===== src/inc/ocm_defs.svh =====
// Offsets, field positions, unlock keys and timing counts for the clock monitor
`ifndef OCM_DEFS_SVH
`define OCM_DEFS_SVH
// ==========================================================================
// Register map
`define OCM_CTRL_OFFS      12'h000
`define OCM_CFG_OFFS       12'h004
`define OCM_STAT_OFFS      12'h008
// ==========================================================================
// Control register fields
`define OCM_TRIM_HI_MSB    15
`define OCM_TRIM_HI_LSB    14
`define OCM_CUR_MSB        13
`define OCM_CUR_LSB        12
`define OCM_TRIM_LO_MSB    11
`define OCM_TRIM_LO_LSB    10
`define OCM_NEW_MSB        9
`define OCM_NEW_LSB        8
`define OCM_LOCK_BIT       5
`define OCM_FAIL_BIT       3
`define OCM_GO_BIT         0
// ==========================================================================
// Unlock keys
`define OCM_KEY_LO1        8'h46
`define OCM_KEY_LO2        8'h57
`define OCM_KEY_HI1        8'h78
`define OCM_KEY_HI2        8'h9A
// ==========================================================================
// Timing
`define OCM_SWITCH_NS      500
`define OCM_CLK_NS         50
`define OCM_SWITCH_CYC     ((`OCM_SWITCH_NS + `OCM_CLK_NS - 1) / `OCM_CLK_NS)
`endif


===== src/inc/ocm_pkg.sv =====
// Types shared by the clock monitor
package ocm_pkg;
	// ==========================================================================
	// Oscillator groups
	typedef enum logic [1:0] {
		OCM_GRP_SEC  = 2'h0,
		OCM_GRP_FRC  = 2'h1,
		OCM_GRP_LOW_POWER_INTERNAL_RC = 2'h2,
		OCM_GRP_PRI  = 2'h3
	} ocm_grp_t;
	// ==========================================================================
	// Unlock key progress
	typedef enum logic [2:0] {
		OCM_KEY_IDLE = 3'h1,
		OCM_KEY_ONE  = 3'h2,
		OCM_KEY_OPEN = 3'h4
	} ocm_key_t;
	// ==========================================================================
	// Switch sequencer
	typedef enum logic [1:0] {
		OCM_SW_IDLE = 2'h1,
		OCM_SW_BUSY = 2'h2
	} ocm_sw_t;
endpackage : ocm_pkg


===== src/ocm_top.sv =====
// Clock source control with fail-safe monitor and keyed register writes
// Operation
// - Lock status follows PLL lock input
// - Current group 01 selects fast RC
// - Four-bit signed trim over bits 15:14,11:10
// - Low-power RC enabled at power-on
// - After timer, keep LOW_POWER_INTERNAL_RC only if needed
// - Monitor on keeps LOW_POWER_INTERNAL_RC except Sleep
// - Failure raises trap, falls back fast RC
// - Failure: load fast RC, set flag, clear go
// - Watchdog unaffected by clock failure
// - Slow start after timer traps too
// - Switch only between four groups
// - Current group read-only, new group writable
// - Reset loads both groups from config
// - Clock-fail flag is read-only status
// - Go clears when transition completes, clear aborts
// - Config 1x disables switching and monitor
// - Switching off: config selects directly
// - Low byte needs keys 46 then 57
// - High byte needs keys 78 then 9A
// - Lock status at bit 5
// - Group 00 is the secondary crystal
`timescale 1ns/100ps
`include "ocm_defs.svh"
module ocm_top #(
	parameter int SWITCH_CYC = `OCM_SWITCH_CYC
) (
	// Clock and reset
	input  wire logic              clk,
	input  wire logic              rst,
	// AXI4-Lite write
	input  wire logic [11:0]       s_axi_awaddr,
	input  wire logic              s_axi_awvalid,
	output logic                   s_axi_awready,
	input  wire logic [31:0]       s_axi_wdata,
	input  wire logic [3:0]        s_axi_wstrb,
	input  wire logic              s_axi_wvalid,
	output logic                   s_axi_wready,
	output logic [1:0]             s_axi_bresp,
	output logic                   s_axi_bvalid,
	input  wire logic              s_axi_bready,
	// AXI4-Lite read
	input  wire logic [11:0]       s_axi_araddr,
	input  wire logic              s_axi_arvalid,
	output logic                   s_axi_arready,
	output logic [31:0]            s_axi_rdata,
	output logic [1:0]             s_axi_rresp,
	output logic                   s_axi_rvalid,
	input  wire logic              s_axi_rready,
	// Configuration straps (static, same domain)
	input  wire ocm_pkg::ocm_grp_t group_select_cfg,
	input  wire logic [3:0]        primary_select_cfg,
	input  wire logic [1:0]        switch_monitor_cfg,
	input  wire logic              watchdog_cfg_en,
	// Oscillator status pins
	input  wire logic              pll_lock_pin,
	input  wire logic              osc_fail_pin,
	input  wire logic              osc_started_pin,
	input  wire logic              power_up_timer_done,
	input  wire logic              sleep_mode,
	// Oscillator control outputs
	output ocm_pkg::ocm_grp_t      clk_group_sel,
	output logic [3:0]             primary_sel,
	output logic [3:0]             fast_rc_trim,
	output logic                   low_power_internal_rc_enable,
	output logic                   watchdog_run,
	output logic                   clock_fail_trap
);
	import ocm_pkg::*;

	// ==========================================================================
	// Pin synchronisers
	logic [3:0] sync1_r;
	logic [3:0] sync2_r;
	always_ff @(posedge clk) begin
		if (rst) begin
			sync1_r <= 4'h0;
			sync2_r <= 4'h0;
		end else begin
			sync1_r <= {pll_lock_pin, osc_fail_pin, osc_started_pin,
				power_up_timer_done};
			sync2_r <= sync1_r;
		end
	end
	wire lock_s    = sync2_r[3];
	wire fail_s    = sync2_r[2];
	wire started_s = sync2_r[1];
	wire power_up_timer_s    = sync2_r[0];

	// ==========================================================================
	// Registers
	ocm_grp_t   cur_r;
	ocm_grp_t   new_r;
	logic [3:0] trim_r;
	logic       fail_r;
	logic       go_r;
	logic       lock_r;
	logic       init_r;
	logic       power_up_timer_seen_r;
	logic       trap_r;
	ocm_key_t   key_lo_r;
	ocm_key_t   key_hi_r;
	ocm_sw_t    sw_r;
	logic [15:0] sw_cnt_r;

	// Monitor and switching enable
	wire switch_en  = ~switch_monitor_cfg[1];
	wire monitor_en = (switch_monitor_cfg == 2'h0);

	// ==========================================================================
	// AXI4-Lite write channel
	logic        aw_held_r;
	logic        w_held_r;
	logic [11:0] awaddr_r;
	logic [31:0] wdata_r;
	logic [3:0]  wstrb_r;
	wire aw_take = s_axi_awvalid & s_axi_awready;
	wire w_take  = s_axi_wvalid & s_axi_wready;
	wire wr_go   = aw_held_r & w_held_r & ~s_axi_bvalid;
	wire wr_ctrl = wr_go & (awaddr_r[11:2] == `OCM_CTRL_OFFS >> 2);
	wire wr_known = (awaddr_r[11:2] == `OCM_CTRL_OFFS >> 2) |
		(awaddr_r[11:2] == `OCM_CFG_OFFS >> 2) |
		(awaddr_r[11:2] == `OCM_STAT_OFFS >> 2);
	wire [7:0] wlo = wdata_r[7:0];
	wire [7:0] whi = wdata_r[15:8];
	wire lo_wr = wr_ctrl & wstrb_r[0];
	wire hi_wr = wr_ctrl & wstrb_r[1];
	// Protected writes land only while the matching key is open
	wire lo_ok = lo_wr & (key_lo_r == OCM_KEY_OPEN);
	wire hi_ok = hi_wr & (key_hi_r == OCM_KEY_OPEN);

	always_ff @(posedge clk) begin
		if (rst) begin
			aw_held_r <= 1'b0;
			w_held_r  <= 1'b0;
			awaddr_r  <= 12'h000;
			wdata_r   <= 32'h00000000;
			wstrb_r   <= 4'h0;
			s_axi_bvalid <= 1'b0;
			s_axi_bresp  <= 2'h0;
		end else begin
			if (aw_take) begin
				aw_held_r <= 1'b1;
				awaddr_r  <= s_axi_awaddr;
			end
			if (w_take) begin
				w_held_r <= 1'b1;
				wdata_r  <= s_axi_wdata;
				wstrb_r  <= s_axi_wstrb;
			end
			if (wr_go) begin
				aw_held_r    <= 1'b0;
				w_held_r     <= 1'b0;
				s_axi_bvalid <= 1'b1;
				s_axi_bresp  <= wr_known ? 2'h0 : 2'h2;
			end else if (s_axi_bvalid & s_axi_bready) begin
				s_axi_bvalid <= 1'b0;
			end
		end
	end
	assign s_axi_awready = ~aw_held_r & ~s_axi_bvalid;
	assign s_axi_wready  = ~w_held_r & ~s_axi_bvalid;

	// ==========================================================================
	// Unlock key sequencers: one bus write is one instruction cycle
	function automatic ocm_key_t key_step(input ocm_key_t st,
		input logic wr, input logic [7:0] d,
		input logic [7:0] k1, input logic [7:0] k2);
		ocm_key_t nx;
		nx = st;
		if (wr) begin
			case (st)
				OCM_KEY_IDLE: nx = (d == k1) ? OCM_KEY_ONE : OCM_KEY_IDLE;
				OCM_KEY_ONE:  nx = (d == k2) ? OCM_KEY_OPEN :
					((d == k1) ? OCM_KEY_ONE : OCM_KEY_IDLE);
				default:      nx = OCM_KEY_IDLE;
			endcase
		end else if (wr_go) begin
			// Any other write breaks the chain; the open window is one write
			nx = OCM_KEY_IDLE;
		end
		return nx;
	endfunction : key_step

	wire ocm_key_t key_lo_nxt = key_step(key_lo_r, lo_wr, wlo,
		`OCM_KEY_LO1, `OCM_KEY_LO2);
	wire ocm_key_t key_hi_nxt = key_step(key_hi_r, hi_wr, whi,
		`OCM_KEY_HI1, `OCM_KEY_HI2);

	always_ff @(posedge clk) begin
		if (rst) begin
			key_lo_r <= OCM_KEY_IDLE;
			key_hi_r <= OCM_KEY_IDLE;
		end else begin
			key_lo_r <= key_lo_nxt;
			key_hi_r <= key_hi_nxt;
		end
	end

	// ==========================================================================
	// Failure detection and switch sequencing
	wire slow_start = power_up_timer_s & ~power_up_timer_seen_r & ~started_s;
	wire fail_evt   = monitor_en & init_r & (fail_s | slow_start);
	wire go_set     = lo_ok & wlo[`OCM_GO_BIT] & switch_en;
	wire go_clr_sw  = lo_ok & ~wlo[`OCM_GO_BIT];
	wire sw_done    = (sw_r == OCM_SW_BUSY) && (sw_cnt_r == 16'h0000);

	always_ff @(posedge clk) begin
		if (rst) begin
			cur_r       <= OCM_GRP_FRC;
			new_r       <= OCM_GRP_FRC;
			init_r      <= 1'b0;
			trim_r      <= 4'h0;
			fail_r      <= 1'b0;
			go_r        <= 1'b0;
			lock_r      <= 1'b0;
			power_up_timer_seen_r <= 1'b0;
			trap_r      <= 1'b0;
			sw_r        <= OCM_SW_IDLE;
			sw_cnt_r    <= 16'h0000;
		end else begin
			lock_r      <= lock_s;
			power_up_timer_seen_r <= power_up_timer_s;
			trap_r      <= fail_evt;
			init_r      <= 1'b1;
			if (!init_r) begin
				cur_r <= group_select_cfg;
				new_r <= group_select_cfg;
			end else if (fail_evt) begin
				cur_r <= OCM_GRP_FRC;
				fail_r <= 1'b1;
				go_r   <= 1'b0;
				sw_r   <= OCM_SW_IDLE;
			end else begin
				if (!switch_en)
					cur_r <= group_select_cfg;
				if (hi_ok) begin
					new_r  <= ocm_grp_t'(whi[1:0]);
					trim_r <= {whi[7:6], whi[3:2]};
				end
				case (sw_r)
					OCM_SW_IDLE: begin
						if (go_set) begin
							go_r     <= 1'b1;
							sw_r     <= OCM_SW_BUSY;
							sw_cnt_r <= 16'(SWITCH_CYC - 1);
						end
					end
					OCM_SW_BUSY: begin
						if (go_clr_sw) begin
							go_r <= 1'b0;
							sw_r <= OCM_SW_IDLE;
						end else if (sw_done) begin
							cur_r <= new_r;
							go_r  <= 1'b0;
							sw_r  <= OCM_SW_IDLE;
						end else begin
							sw_cnt_r <= sw_cnt_r - 16'h0001;
						end
					end
					default: sw_r <= OCM_SW_IDLE;
				endcase
			end
		end
	end

	// ==========================================================================
	// Read channel
	wire [15:0] ctrl_rd = {trim_r[3:2], cur_r, trim_r[1:0], new_r,
		2'h0, lock_r, 1'b0, fail_r, 2'h0, go_r};
	wire [31:0] cfg_rd  = {23'h0, watchdog_cfg_en, switch_monitor_cfg,
		primary_select_cfg, group_select_cfg};
	wire [31:0] stat_rd = {28'h0, low_power_internal_rc_enable, power_up_timer_s, started_s, lock_r};
	wire [11:0] ra = s_axi_araddr;
	wire rd_ctrl = (ra[11:2] == `OCM_CTRL_OFFS >> 2);
	wire rd_cfg  = (ra[11:2] == `OCM_CFG_OFFS >> 2);
	wire rd_stat = (ra[11:2] == `OCM_STAT_OFFS >> 2);
	wire [31:0] rd_val = rd_ctrl ? {16'h0, ctrl_rd} :
		rd_cfg ? cfg_rd : rd_stat ? stat_rd : 32'h00000000;
	wire rd_hit = rd_ctrl | rd_cfg | rd_stat;

	always_ff @(posedge clk) begin
		if (rst) begin
			s_axi_rvalid <= 1'b0;
			s_axi_rdata  <= 32'h00000000;
			s_axi_rresp  <= 2'h0;
		end else if (s_axi_arvalid & s_axi_arready) begin
			s_axi_rvalid <= 1'b1;
			s_axi_rdata  <= rd_val;
			s_axi_rresp  <= rd_hit ? 2'h0 : 2'h2;
		end else if (s_axi_rvalid & s_axi_rready) begin
			s_axi_rvalid <= 1'b0;
		end
	end
	assign s_axi_arready = ~s_axi_rvalid;

	// ==========================================================================
	// Oscillator control outputs
	wire low_power_internal_rc_need = (monitor_en & ~sleep_mode) | watchdog_cfg_en |
		(cur_r == OCM_GRP_LOW_POWER_INTERNAL_RC);
	wire low_power_internal_rc_nxt  = ~power_up_timer_s | low_power_internal_rc_need;

	always_ff @(posedge clk) begin
		if (rst) begin
			clk_group_sel   <= OCM_GRP_FRC;
			primary_sel     <= 4'h0;
			fast_rc_trim    <= 4'h0;
			low_power_internal_rc_enable     <= 1'b1;
			watchdog_run    <= 1'b0;
			clock_fail_trap <= 1'b0;
		end else begin
			clk_group_sel   <= cur_r;
			primary_sel     <= primary_select_cfg;
			fast_rc_trim    <= trim_r;
			low_power_internal_rc_enable     <= low_power_internal_rc_nxt;
			// Watchdog sees only its own enable, never the failure
			watchdog_run    <= watchdog_cfg_en;
			clock_fail_trap <= trap_r;
		end
	end

	// ==========================================================================
	// Checks
	initial begin
		if (SWITCH_CYC < 1 || SWITCH_CYC > 65535)
			$error("SWITCH_CYC out of range");
	end
endmodule : ocm_top


===== config.mk =====
export PLATFORM = sky130hd
export DESIGN_NAME = ocm_top
export DESIGN_NICKNAME = d
export VERILOG_FILES = /design/src/inc/ocm_pkg.sv /design/src/ocm_top.sv
export VERILOG_INCLUDE_DIRS = /design/src /design/src/inc
export SDC_FILE = /design/constraint.sdc
export NUM_CORES = 1
export LEC_CHECK = 0
export BUFFER_PORTS_ARGS = -buffer_cell sky130_fd_sc_hd__buf_2
export CAP_MARGIN = 20
export CORE_ASPECT_RATIO = 1.5
export CORE_MARGIN = 3
export CORE_UTILIZATION = 40
export CTS_CLUSTER_DIAMETER = 100
export DETAILED_ROUTE_END_ITERATION = 8
export HOLD_SLACK_MARGIN = 0.02
export SETUP_SLACK_MARGIN = 0.1
export SYNTH_ARGS = -nofsm -noshare
export SYNTH_HDL_FRONTEND = slang
export SYNTH_SLANG_ARGS = --single-unit
export TNS_END_PERCENT = 20

===== constraint.sdc =====
create_clock -name clk -period 3.2 [get_ports clk]
set_clock_uncertainty 0.2 [all_clocks]
set_input_delay 0.64 -clock clk [delete_from_list [all_inputs] [get_ports clk]]
set_output_delay 0.64 -clock clk [all_outputs]
set_load 0.05 [all_outputs]

=== After elaboration in Yosys (flattened, before gate mapping) ===
Index checks and enable logic that the tools add are counted.

* Bits in registers: 129
* Input bits: 81
* Output and inout bits: 54
* Logic and storage cells: 157

* Reduce and logical (&&, ||, !) cells: 18
* Add/sub/neg operators: 1
* Multiplexer cells: 42
* Bitwise operators: 41
* Eq/ne operators: 24

{| class="wikitable"
|+ Operators by type and width
! operator !! count
|-
| two-way mux 16 bit || 4
|-
| two-way mux 2 bit || 17
|-
| one-hot mux 16 bit (2 select lines) || 1
|-
| equality test 8 x 7 -> 1 bit (second input constant) || 3
|-
| bitwise AND 1 bit || 22
|-
| equality test 10 x 1 -> 1 bit (second input constant) || 2
|-
| equality test 10 x 2 -> 1 bit (second input constant) || 2
|-
| logical NOT 10 bit || 2
|-
| logical NOT 16 bit || 1
|-
| subtractor 16 x 1 -> 16 bit (second input constant) || 1
|-
| two-way mux 3 bit || 5
|-
| one-hot mux 3 bit (2 select lines) || 2
|-
| inverter 1 bit || 11
|-
| nonzero test 2 bit || 5
|-
| two-way mux 1 bit || 9
|-
| two-way mux 9 bit || 1
|-
| equality test 8 bit (second input constant) || 1
|-
| inequality test 2 bit (second input constant) || 4
|-
| OR 1 bit || 8
|-
| equality test 3 x 1 -> 1 bit (second input constant) || 2
|-
| equality test 3 x 2 -> 1 bit (second input constant) || 2
|-
| equality test 3 bit (second input constant) || 2
|-
| AND reduction 3 bit || 2
|-
| AND reduction 6 bit || 1
|-
| other kinds (14) || 16
|}

=== Longest topological paths before layout ===
Gate-level depths: netlist (run 1).

* Depth in word-level cells: 10
* Depth in mapped cells: 8
* Gate-level depth less buffers: 8

=== Worst setup path after synthesis (run 1) ===
Ideal clock, no wire load.

* Path type: register to register
* Start point: register s_axi_bvalid
* End point: register sw_cnt_r[1]
* Period minus slack after synthesis: 2589 ps
* Path buffers: 1
* Library setup time: 70 ps
* Slack: 611 ps
* Stages on the path, launching flop included: 8
* Data required time: 2930 ps
* Arrival: 2319 ps
* Cell sequence: dfxtp_1 > and3b_1 > clkbuf_2 > nand4_1 > or4_4 > o21a_4 > or4_1 > a21oi_1

* Word-level cells in the longest chain between the ends: 9
* Elaborated cells between the ends (all ways): 11
* Classes of those cells: eq/ne (2); bitwise (8); reduce/logical (1)

{| class="wikitable"
|+ RTL lines
! item !! line !! RTL
|-
| start, declared || ocm_top.sv:41 || <nowiki>output logic s_axi_bvalid,</nowiki>
|-
| start signal, assigned || ocm_top.sv:140 || <nowiki>s_axi_bvalid <= 1'b0;</nowiki>
|-
| start signal, assigned || ocm_top.sv:155 || <nowiki>s_axi_bvalid <= 1'b1;</nowiki>
|-
| start signal, assigned || ocm_top.sv:158 || <nowiki>s_axi_bvalid <= 1'b0;</nowiki>
|-
| inverter 1 bit * || ocm_top.sv:120 || <nowiki>wire wr_go = aw_held_r & w_held_r & ~s_axi_bvalid;</nowiki>
|-
| bitwise AND 1 bit * || ocm_top.sv:120 ||
|-
| bitwise AND 1 bit * || ocm_top.sv:121 || <nowiki>wire wr_ctrl = wr_go & (awaddr_r[11:2] == `OCM_CTRL_OFFS >> 2);</nowiki>
|-
| bitwise AND 1 bit * || ocm_top.sv:127 || <nowiki>wire lo_wr = wr_ctrl & wstrb_r[0];</nowiki>
|-
| bitwise AND 1 bit * || ocm_top.sv:130 || <nowiki>wire lo_ok = lo_wr & (key_lo_r == OCM_KEY_OPEN);</nowiki>
|-
| bitwise AND 1 bit (2 in a row) || ocm_top.sv:205 || <nowiki>wire go_set = lo_ok & wlo[`OCM_GO_BIT] & switch_en;</nowiki>
|-
| inequality test 2 bit (no line) || - ||
|-
| AND reduction 6 bit (no line) * || - ||
|-
| end signal, assigned || ocm_top.sv:247 || <nowiki>sw_cnt_r <= 16'(SWITCH_CYC - 1);</nowiki>
|-
| end signal, assigned || ocm_top.sv:259 || <nowiki>sw_cnt_r <= sw_cnt_r - 16'h0001;</nowiki>
|-
| end, declared || ocm_top.sv:105 || <nowiki>logic [15:0] sw_cnt_r;</nowiki>
|}

Mark *: on every way between the ends. The rest lies on a longest branch, timed or not.
A chain may end at the register's enable or synchronous reset.

=== Final worst setup path (run 1) ===
Ends and elaborated chain as after synthesis.

==> metrics, run 1 <==
status=completed; Initial Util=41.20%; Synth Register Bits=109; total track usage=16.50%; Worst Tran Pin Value=0.7066 ns; depth of the CTS H-tree=3; Routed WL per cell=13.31 um; placed cells=780; VDD IR max=0.0003618 V; Seq/Total Area, Yosys=47.65%; setup bufs post-CTS=0; EDFF count, synth=0; vias in the first global route=3695; critical path's top delay family=simple AND/OR/NAND/NOR gates; CP Data Arrival Time=2.77 ns; syn_area_per_cell=8.177 um^2; Post-CTS Hold Fix Bufs=0; CP cell instances=and3b_1 > nand4_1 > or4_4 > o21a_4 > or4_1 > a21oi_1; Final Setup Violations=0; met2 global-route usage=29.09%; # port buffers=94; RSZ-0062 raised after global routing=false; max_cap viols=0; Main synth FF type=dfxtp_1; TritonCTS clock tree=built; final hold violations=0; Final Non-Filler Cells=796; largest net degree at the start of global routing=56; min Tclk post-route=2.691 ns; Post-Syn Instances=560; Setup Total Neg Slack=0 ns; Resized cells post-CTS=0; Routed WL=10600 um; Slew HR=52.79%; number of remaining DRC errors=0; maximum fanout along the worst path=15; die height=137.0 um; met1 global-route usage=19.40%; FILL cells=1114; Slowest-stage cell, CP=or4_4; initial antenna violation count=0; Post-Syn Area=4579 um^2; met3 usage=3.300%; I/O pins=135; CP Buf/Inv Count=0; Root Driver=clkbuf_16; leak pwr=2.114 nW; CP Class=reg2reg; WP data required=3.27 ns; share of cells above drive strength 1=19.41%; Clock transition at path regs=0.07 ns; Slew Viols, Final=0; global-route wire length before repair=17060 um; Nets=726; clock buffer depth=2; CTS sink cnt=109; Die Wd=93.37 um; TritonRoute pass-1 iters=4; via count=4056; post-route antenna net violation count=0; Worst-Skew Late Latency=0.34 ns; final worst path period share=84.09%; Crit. End Element=register; Achievable Freq=371.6 MHz; routability cong.=0.8430; dpl hpwl=7739 um; most frequent cells in the layout=109 x nand2_1, 109 x dfxtp_1, 94 x buf_2, 73 x a21oi_1, 44 x nor2_1; cts bufs inserted=9; CP Launch Type=register; Cell variety after synth=54; CP max stage delay=0.61 ns; area of the die=12800 um^2; Iteration-0 DRC Markers=215; via/cell ratio=5.095; Power Dens Cells=534.9 nW/um^2; YS warnings=0; Post-synth ARST share=0%; min-delay worst type=reg2reg; core area=11110 um^2; Most Crowded Layer GR=met2; area grow syn2layout=17.65%; Row Count=47; Antenna diodes=0; Overflow after GRT=0
final cells by class:
cell class | instances | area [um^2] | share of cell area, %
clock inverter | 4 | 55.05 | 1.022
timing repair buffer | 101 | 523.0 | 9.707
sequential | 109 | 2182 | 40.50
clock buffer | 12 | 246.5 | 4.575
multi-input combinational | 416 | 2171 | 40.29
tap | 147 | 183.9 | 3.414
inverter | 7 | 26.28 | 0.4877
metrics by stage:
stage	setup WS (ns)	hold slack (ns)	util (%)	total power [W]	area [um^2]
3_3_place_gp	0.5690	0.2195	45.76	0.001794	5086
4_1_cts	0.4992	0.2400	48.47	0.002915	5388
2_1_floorplan	0.6106	0.2138	-	0.001724	4643
5_1_grt	0.3724	0.2581	48.47	0.003005	5388
3_5_place_dp	0.4943	0.2242	45.76	0.001800	5086
6_report	0.5092	0.2373	48.47	0.002882	5388
worst register-to-register path, cell delays in order, from the launching register on:
cell	delay (ns)
dfxtp_1	0.35
and3b_1	0.39
nand4_1	0.33
or4_4	0.61
o21a_4	0.20
or4_1	0.41
a21oi_1	0.14
sequential cells by signal, summed over array words and instances (netlist names), 2 cells and up:
register	cells
trim_r	4
sw_cnt_r	16
sw_r	2
awaddr_r	10
cur_r	2
wstrb_r	2
clk_group_sel	2
sync2_r	4
primary_sel	4
s_axi_rdata	16
wdata_r	16
sync1_r	4
new_r	2
key_hi_r	3
key_lo_r	3
fast_rc_trim	4
synth_stat cells, drive strengths merged (2+ instances only):
library cell    n  area (um^2)
dfxtp         109         2182
o21ai          26        130.1
a21oi          73        365.4
nor2b          29        181.4
nand3b          3        22.52
a21o            2        15.01
inv             6        22.52
buf            23        173.9
nand3          11        55.05
nand4           5        31.28
a311oi          4        35.03
nor2           44        165.2
nand2         109        409.1
nor4b           2        17.52
or2             2        12.51
or2b            2        17.52
and2            2        12.51
o211ai          2        15.01
or4b            2        20.02
mux2i           8        80.08
nor3           18        90.09
and3            2        12.51
a31oi           3        18.77
or4             4        33.78
a22oi           4        30.03
nor3b           3        22.52
a211oi          3        22.52
o31ai           6        45.04
nor4           10        62.56
nand2b          4        25.02
o22ai           2        12.51
o21a            2        22.52
clkbuf         21        81.33
per-layer routing:
metal / vias up / wire, um
li1: 2066 / -
met1: 1847 / 4479
met2: 132 / 5245
met3: 11 / 668
met4: 0 / 202
met5: - / 0
kinds of logic (layout without fill, tap and decap cells):
| logic type | Yosys count | after routing | synth area share [%] |
|---|---|---|---|
| simple gates | 257 | 257 | 26.99 |
| compound gates | 131 | 131 | 16.72 |
| flops | 109 | 109 | 47.65 |
| buf+inv | 52 | 124 | 6.339 |
| mux | 8 | 8 | 1.749 |
| fa+ha+maj | 1 | 1 | 0.2732 |
| other cells | 1 | 18 | 0.08189 |
| xor+xnor | 1 | 1 | 0.1913 |
where the power goes:
part	total (W)	leakage, nW	internal, W	switching (W)
sequential	0.00144	0.889	0.00140	0.0000340
clock	0.00111	0.143	0.000633	0.000482
combinational	0.000328	1.08	0.0000909	0.000237
total	0.00288	2.11	0.00213	0.000753
path summary, 6_finish.rpt:
check | start | endpoint | slack (ns) | cells after the start
worst min register to register | sync1_r[1] | sync2_r[1] | 0.24 | 1
worst max register to register | s_axi_bvalid | sw_cnt_r[1] | 0.51 | 6
worst max-delay path | s_axi_bvalid | sw_cnt_r[1] | 0.51 | 6
worst min-delay path | sync1_r[1] | sync2_r[1] | 0.24 | 1
(Power assumes the default switching activity.)
==> run 2, diff against run 1 <==
--- a/config.mk
+++ b/config.mk
@@ -14,6 +14,7 @@
 export CTS_CLUSTER_DIAMETER = 100
 export DETAILED_ROUTE_END_ITERATION = 8
 export HOLD_SLACK_MARGIN = 0.02
+export PLACE_DENSITY = 0.67
 export SETUP_SLACK_MARGIN = 0.1
 export SYNTH_ARGS = -nofsm -noshare
 export SYNTH_HDL_FRONTEND = slang
==> constraint.sdc (replaced) <==
create_clock -name clk -period 2.4 [get_ports clk]
set_clock_uncertainty 0.2 [all_clocks]
set_input_delay 0.48 -clock clk [delete_from_list [all_inputs] [get_ports clk]]
set_output_delay 0.48 -clock clk [all_outputs]
set_load 0.05 [all_outputs]
==> metrics, run 2 (synthesized netlist as in run 1, its figures left out) <==
RSZ-0062 raised after global routing=true; crit path to=sw_cnt_r[1]; final worst path period share=100.9% (+17 points); CP max stage delay=0.42 ns (-0.19 ns); largest net degree at the start of global routing=70 (+25%); reg2reg path depth=7 (+1); failing checks=setup timing; R2R Setup Slk=-0.02 ns (-0.53 ns); post-route antenna net violation count=0 (unchanged); Die Wd=93.37 um (unchanged); CP Class=reg2reg; Routed WL per cell=13.79 um (+3.6%); routability cong.=0.8088 (-4.1%); via count=4275 (+5.4%); placed cells=801 (+2.7%); Slowest-stage cell, CP=or4_4; Nets=755 (+4.0%); global-route wire length before repair=17820 um (+4.4%); commonest non-fill, non-tap cell in the layout=nand2_1; Final Setup Violations=3 (+3); TritonCTS clock tree=built; Worst-Skew Late Latency=0.35 ns (about the same); Iteration-0 DRC Markers=215 (unchanged); Reg-to-Reg End=sw_cnt_r[1]; Worst Tran Pin Value=0.7434 ns (+0.03682 ns); VDD IR max=0.0004197 V (+16%); CTS sink cnt=109 (unchanged); Slew Viols, Final=0 (unchanged); Crit. End Element=register; Achievable Freq=412.9 MHz (+11%); cts bufs inserted=9 (unchanged); max_cap viols=0 (unchanged); TritonRoute pass-1 iters=4 (unchanged); Post-CTS Hold Fix Bufs=0 (unchanged); Antenna diodes=0 (unchanged); # port buffers=94 (unchanged); CP Launch Type=register; initial antenna violation count=0 (unchanged); maximum fanout along the worst path=6 (-9); I/O pins=135 (unchanged); most frequent cells in the layout=108 x nand2_1, 107 x dfxtp_1, 94 x buf_2, 71 x a21oi_1, 43 x nor2_1; Final Non-Filler Cells=825 (+3.6%); min Tclk post-route=2.422 ns (-0.2689 ns); worst reg2reg startpoint=awaddr_r[7]; area grow syn2layout=26.17%; min-delay worst type=in2reg; Post-Place Setup Slack=-0.1259 ns (-0.6202 ns); number of remaining DRC errors=0 (unchanged); final hold violations=0 (unchanged); dpl hpwl=8109 um (+4.8%); vias in the first global route=3965 (+7.3%); die height=137.0 um (unchanged); CP startpoint=awaddr_r[7]; Row Count=47 (unchanged); Overflow after GRT=0 (unchanged); Slew HR=50.44% (-2.4 points); WP data required=2.47 ns (-0.80 ns); total track usage=17.26% (+0.76 points); via/cell ratio=5.182 (+1.7%); depth of the CTS H-tree=3 (unchanged); Power Dens Cells=709.3 nW/um^2 (+33%); share of cells above drive strength 1=25.22% (+5.8 points); Clock transition at path regs=0.07 ns (about the same); Initial Util=41.20% (unchanged); core area=11110 um^2 (unchanged); CP Data Arrival Time=2.49 ns (-0.28 ns); Top Registers=s_axi_rdata (16), sw_cnt_r (16), wdata_r (16); Root Driver=clkbuf_16; FILL cells=1045 (-6.2%); status=finished with violations; CP cell instances=nor4_4 > nand4_1 > buf_4 > or4_4 > o21a_4 > or4_1 > a21oi_1; Setup Total Neg Slack=-0.02867 ns (-0.02867 ns); worst setup margin=-0.02197 ns (-0.5311 ns); area of the die=12800 um^2 (unchanged); leak pwr=2.303 nW (+8.9%); Routed WL=11380 um (+7.4%); clock buffer depth=2 (unchanged)
==> run 2: where the power goes <==
part	switching (W)	internal, W	total (W)
logic	0.000335	0.000147	0.000482
clock network	0.000666	0.00103	0.00170
registers	0.0000452	0.00187	0.00192
total	0.00105	0.00305	0.00410
==> run 2: routing by layer <==
metal / up-vias / share of wire (%) / global-route usage (%)
met1: 1986 / 40 / 18.86
met3: 24 / 5.8 / 3.190
met5: - / 0 / 0
met4: 0 / 3.0 / 8.883
li1: 2129 / - / -
met2: 136 / 51 / 31.32
==> run 2: worst min path at each step <==
stage	start	end	slack, ns	cells past startpoint
5_1_grt	s_axi_rready	s_axi_rvalid	0.12	2
3_3_place_gp	sync1_r[0]	sync2_r[0]	0.22	1
6_report	s_axi_rready	s_axi_rvalid	0.12	2
2_1_floorplan	trap_r	clock_fail_trap	0.21	1
4_1_cts	s_axi_rready	s_axi_rvalid	0.11	2
3_5_place_dp	sync2_r[3]	lock_r	0.22	1
==> run 2: worst max-delay path: cells and delay by family (launching register included) <==
kind | cells | cell delay [ns]
buf+inv | 1 | 0.19
simple gates | 4 | 1.32
flops | 1 | 0.34
compound gates | 2 | 0.30
==> run 2: stage by stage <==
stage	utilization (%)	cell area (um^2)	hold WS (ns)	total power, W
after detailed placement	47.35	5263	0.2237	0.002419
final	51.99	5778	0.1193	0.004099
after global placement	47.35	5263	0.2216	0.002407
after CTS	50.77	5643	0.1068	0.004129
after floorplan	-	4657	0.2138	0.002302
after global routing	51.99	5778	0.1241	0.004254
==> run 2: final cells by class <==
type | instances | area (um^2) | area share, %
clock buffer | 10 | 229.0 | 3.963
inverter | 7 | 26.28 | 0.4547
clock inverter | 6 | 118.9 | 2.057
tap | 147 | 183.9 | 3.183
sequential | 109 | 2187 | 37.85
multi-input combinational | 416 | 2260 | 39.11
timing repair buffer | 130 | 773.2 | 13.38
==> run 2: repair_timing <==
action                                  CTS  global route
pin swaps                                 3             9
resized for setup                         6            21
endpoints found under the setup margin   28            29
gates cloned                              0             0
buffers inserted                          1             7
==> run 3, diff against run 2 <==
--- a/config.mk
+++ b/config.mk
@@ -13,6 +13,7 @@
 export CORE_UTILIZATION = 40
 export CTS_CLUSTER_DIAMETER = 100
 export DETAILED_ROUTE_END_ITERATION = 8
+export GPL_TIMING_DRIVEN = 0
 export HOLD_SLACK_MARGIN = 0.02
 export PLACE_DENSITY = 0.67
 export SETUP_SLACK_MARGIN = 0.1
==> metrics, run 3 (synthesized netlist as in run 1, its figures left out) <==
Worst-Skew Late Latency=0.35 ns (about the same); area of the die=12800 um^2 (unchanged); initial antenna violation count=0 (unchanged); WP data required=2.48 ns (about the same); depth of the CTS H-tree=3 (unchanged); commonest non-fill, non-tap cell in the layout=nand2_1; CP max stage delay=0.53 ns (+0.11 ns); Power Dens Cells=667.6 nW/um^2 (-5.9%); failing checks=setup timing; Int Pwr=0.002856 W (-6.5%); share of cells above drive strength 1=25.86% (+0.64 points); VDD IR max=0.0003761 V (-10%); vias in the first global route=3917 (-1.2%); post-layout power=0.003915 W (-4.5%); Antenna diodes=0 (unchanged); min Tclk post-route=2.469 ns (+0.04705 ns); Net Sw Frac=27.06% (+1.5 points); Slew HR=58.37% (+7.9 points); TritonRoute pass-1 iters=8 (+4); TritonCTS clock tree=built; cts bufs inserted=9 (unchanged); Logic pwr share=13.1% (+1.3 points); CP Data Arrival Time=2.55 ns (+0.06 ns); min-delay src=s_axi_rready; Post-CTS Hold Fix Bufs=0 (unchanged); Final Setup Violations=3 (unchanged); CP Buf/Inv Count=1 (unchanged); critical path's top delay family=simple AND/OR/NAND/NOR gates; Iteration-0 DRC Markers=296 (+38%); maximum fanout along the worst path=6 (unchanged); status=finished with violations; dpl hpwl=8952 um (+10%); via count=4310 (+0.82%); leak pwr=2.365 nW (+2.7%); CP startpoint=awaddr_r[11]; min-delay worst type=in2reg; Psw=0.001059 W (+1.3%); area grow syn2layout=28.06%; Die Wd=93.37 um (unchanged); # port buffers=93 (-1.1%); I/O pins=135 (unchanged); CTS sink cnt=109 (unchanged); die height=137.0 um (unchanged); R2R Setup Slk=-0.07 ns (-0.05 ns); clock buffer depth=2 (unchanged); final worst path period share=102.9% (+2.0 points); CP cell instances=or4_1 > buf_6 > or4_4 > o21a_4 > or4_4 > a21oi_2; Routed WL per cell=14.49 um (+5.1%); Achievable Freq=405.0 MHz (-1.9%); WHS Endpoint=s_axi_rvalid; Flop pwr share=48.9% (+2.1 points); clock network fraction of design power=37.9% (-3.5 points); Overflow after GRT=0 (unchanged); Slowest-stage cell, CP=or4_1; Routed WL=12270 um (+7.9%); Top Registers=s_axi_rdata (16), sw_cnt_r (16), wdata_r (16); Clock transition at path regs=0.08 ns (about the same); Worst Tran Pin Value=0.6245 ns (-0.1189 ns); total track usage=18.79% (+1.5 points); largest net degree at the start of global routing=19 (-73%); global-route wire length before repair=19170 um (+7.6%); Post-Place Setup Slack=-0.4331 ns (-0.3072 ns); design area=5864 um^2 (+1.5%); Reg-to-Reg End=sw_cnt_r[1]; Slew Viols, Final=0 (unchanged); most frequent cells in the layout=109 x nand2_1, 106 x dfxtp_1, 93 x buf_2, 71 x a21oi_1, 42 x nor2_1; core area=11110 um^2 (unchanged); number of remaining DRC errors=0 (unchanged); Nets=777 (+2.9%); worst setup margin=-0.06903 ns (-0.04705 ns); max_cap viols=0 (unchanged); hold-critical path depth=2 (unchanged); most used cell, CP=or4_4; CP Launch Type=register; final hold violations=0 (unchanged); routability cong.=0.8913 (+10%); Initial Util=41.20% (unchanged); RSZ-0062 raised after global routing=true; Crit. End Element=register; via/cell ratio=5.089 (-1.8%); Setup Total Neg Slack=-0.08504 ns (-0.05636 ns); Area after DPL=5306 um^2 (+0.83%); Row Count=47 (unchanged); reg2reg path depth=6 (-1); worst reg2reg startpoint=awaddr_r[11]; post-route antenna net violation count=0 (unchanged); Root Driver=clkbuf_16; CP Class=reg2reg
[run 3: repair_timing]
action / in CTS / in global routing
pin swaps: 9 / 7
resized for setup: 29 / 20
setup buffers: 10 / 3
cloned: 1 / 0
endpoints found under the setup margin: 28 / 38
[run 3: layout make-up]
type                            count  area, um^2
Clock buffer                       11       232.7
Fill cell                        1051        5250
Multi-Input combinational cell    416        2295
Inverter                            7       26.28
Buffer                             45       301.5
Timing Repair Buffer              107       576.8
Tap cell                          147       183.9
Clock inverter                      5       60.06
Sequential cell                   109        2188
[run 3: power groups by stage]
stage | Sequential [W] | Combinational [W] | Clock (W)
3_5_place_dp | 0.00196 | 0.000496 | 0
6_report | 0.00192 | 0.000514 | 0.00148
3_3_place_gp | 0.00195 | 0.000490 | 0
4_1_cts | 0.00191 | 0.000511 | 0.00151
5_1_grt | 0.00192 | 0.000558 | 0.00158
2_1_floorplan | 0.00200 | 0.000306 | 0
[run 3: metrics by stage]
stage / util [%] / hold slack, ns / instances
final: 52.76 / 0.1124 / 847
after global routing: 52.76 / 0.1096 / 847
after CTS: 51.96 / 0.1039 / 844
after detailed placement: 47.74 / 0.2264 / 817
after global placement: 47.74 / 0.2182 / 817
after floorplan: - / 0.2138 / 577
[run 3: how the worst max path moves through the flow]
stage,cells past startpoint,endpoint
2_1_floorplan,6,sw_cnt_r[1]
3_3_place_gp,8,sw_cnt_r[12]
3_5_place_dp,8,sw_cnt_r[9]
4_1_cts,6,sw_cnt_r[1]
5_1_grt,6,sw_cnt_r[1]
6_report,6,sw_cnt_r[1]
[run 3: worst reg2reg max path, delay by kind of cell, from the launching register on]
family / cells / cell delay (ns)
simple gates: 3 / 1.46
flops: 1 / 0.31
compound gates: 2 / 0.29
buf+inv: 1 / 0.15
[run 3: layer usage]
| layer | wire, um | GRT usage, % | part of all wire, % |
|---|---|---|---|
| met5 | 0 | 0 | 0 |
| met3 | 686 | 3.355 | 5.6 |
| met4 | 264 | 6.846 | 2.2 |
| met2 | 6355 | 33.59 | 52 |
| met1 | 4968 | 22.23 | 40 |
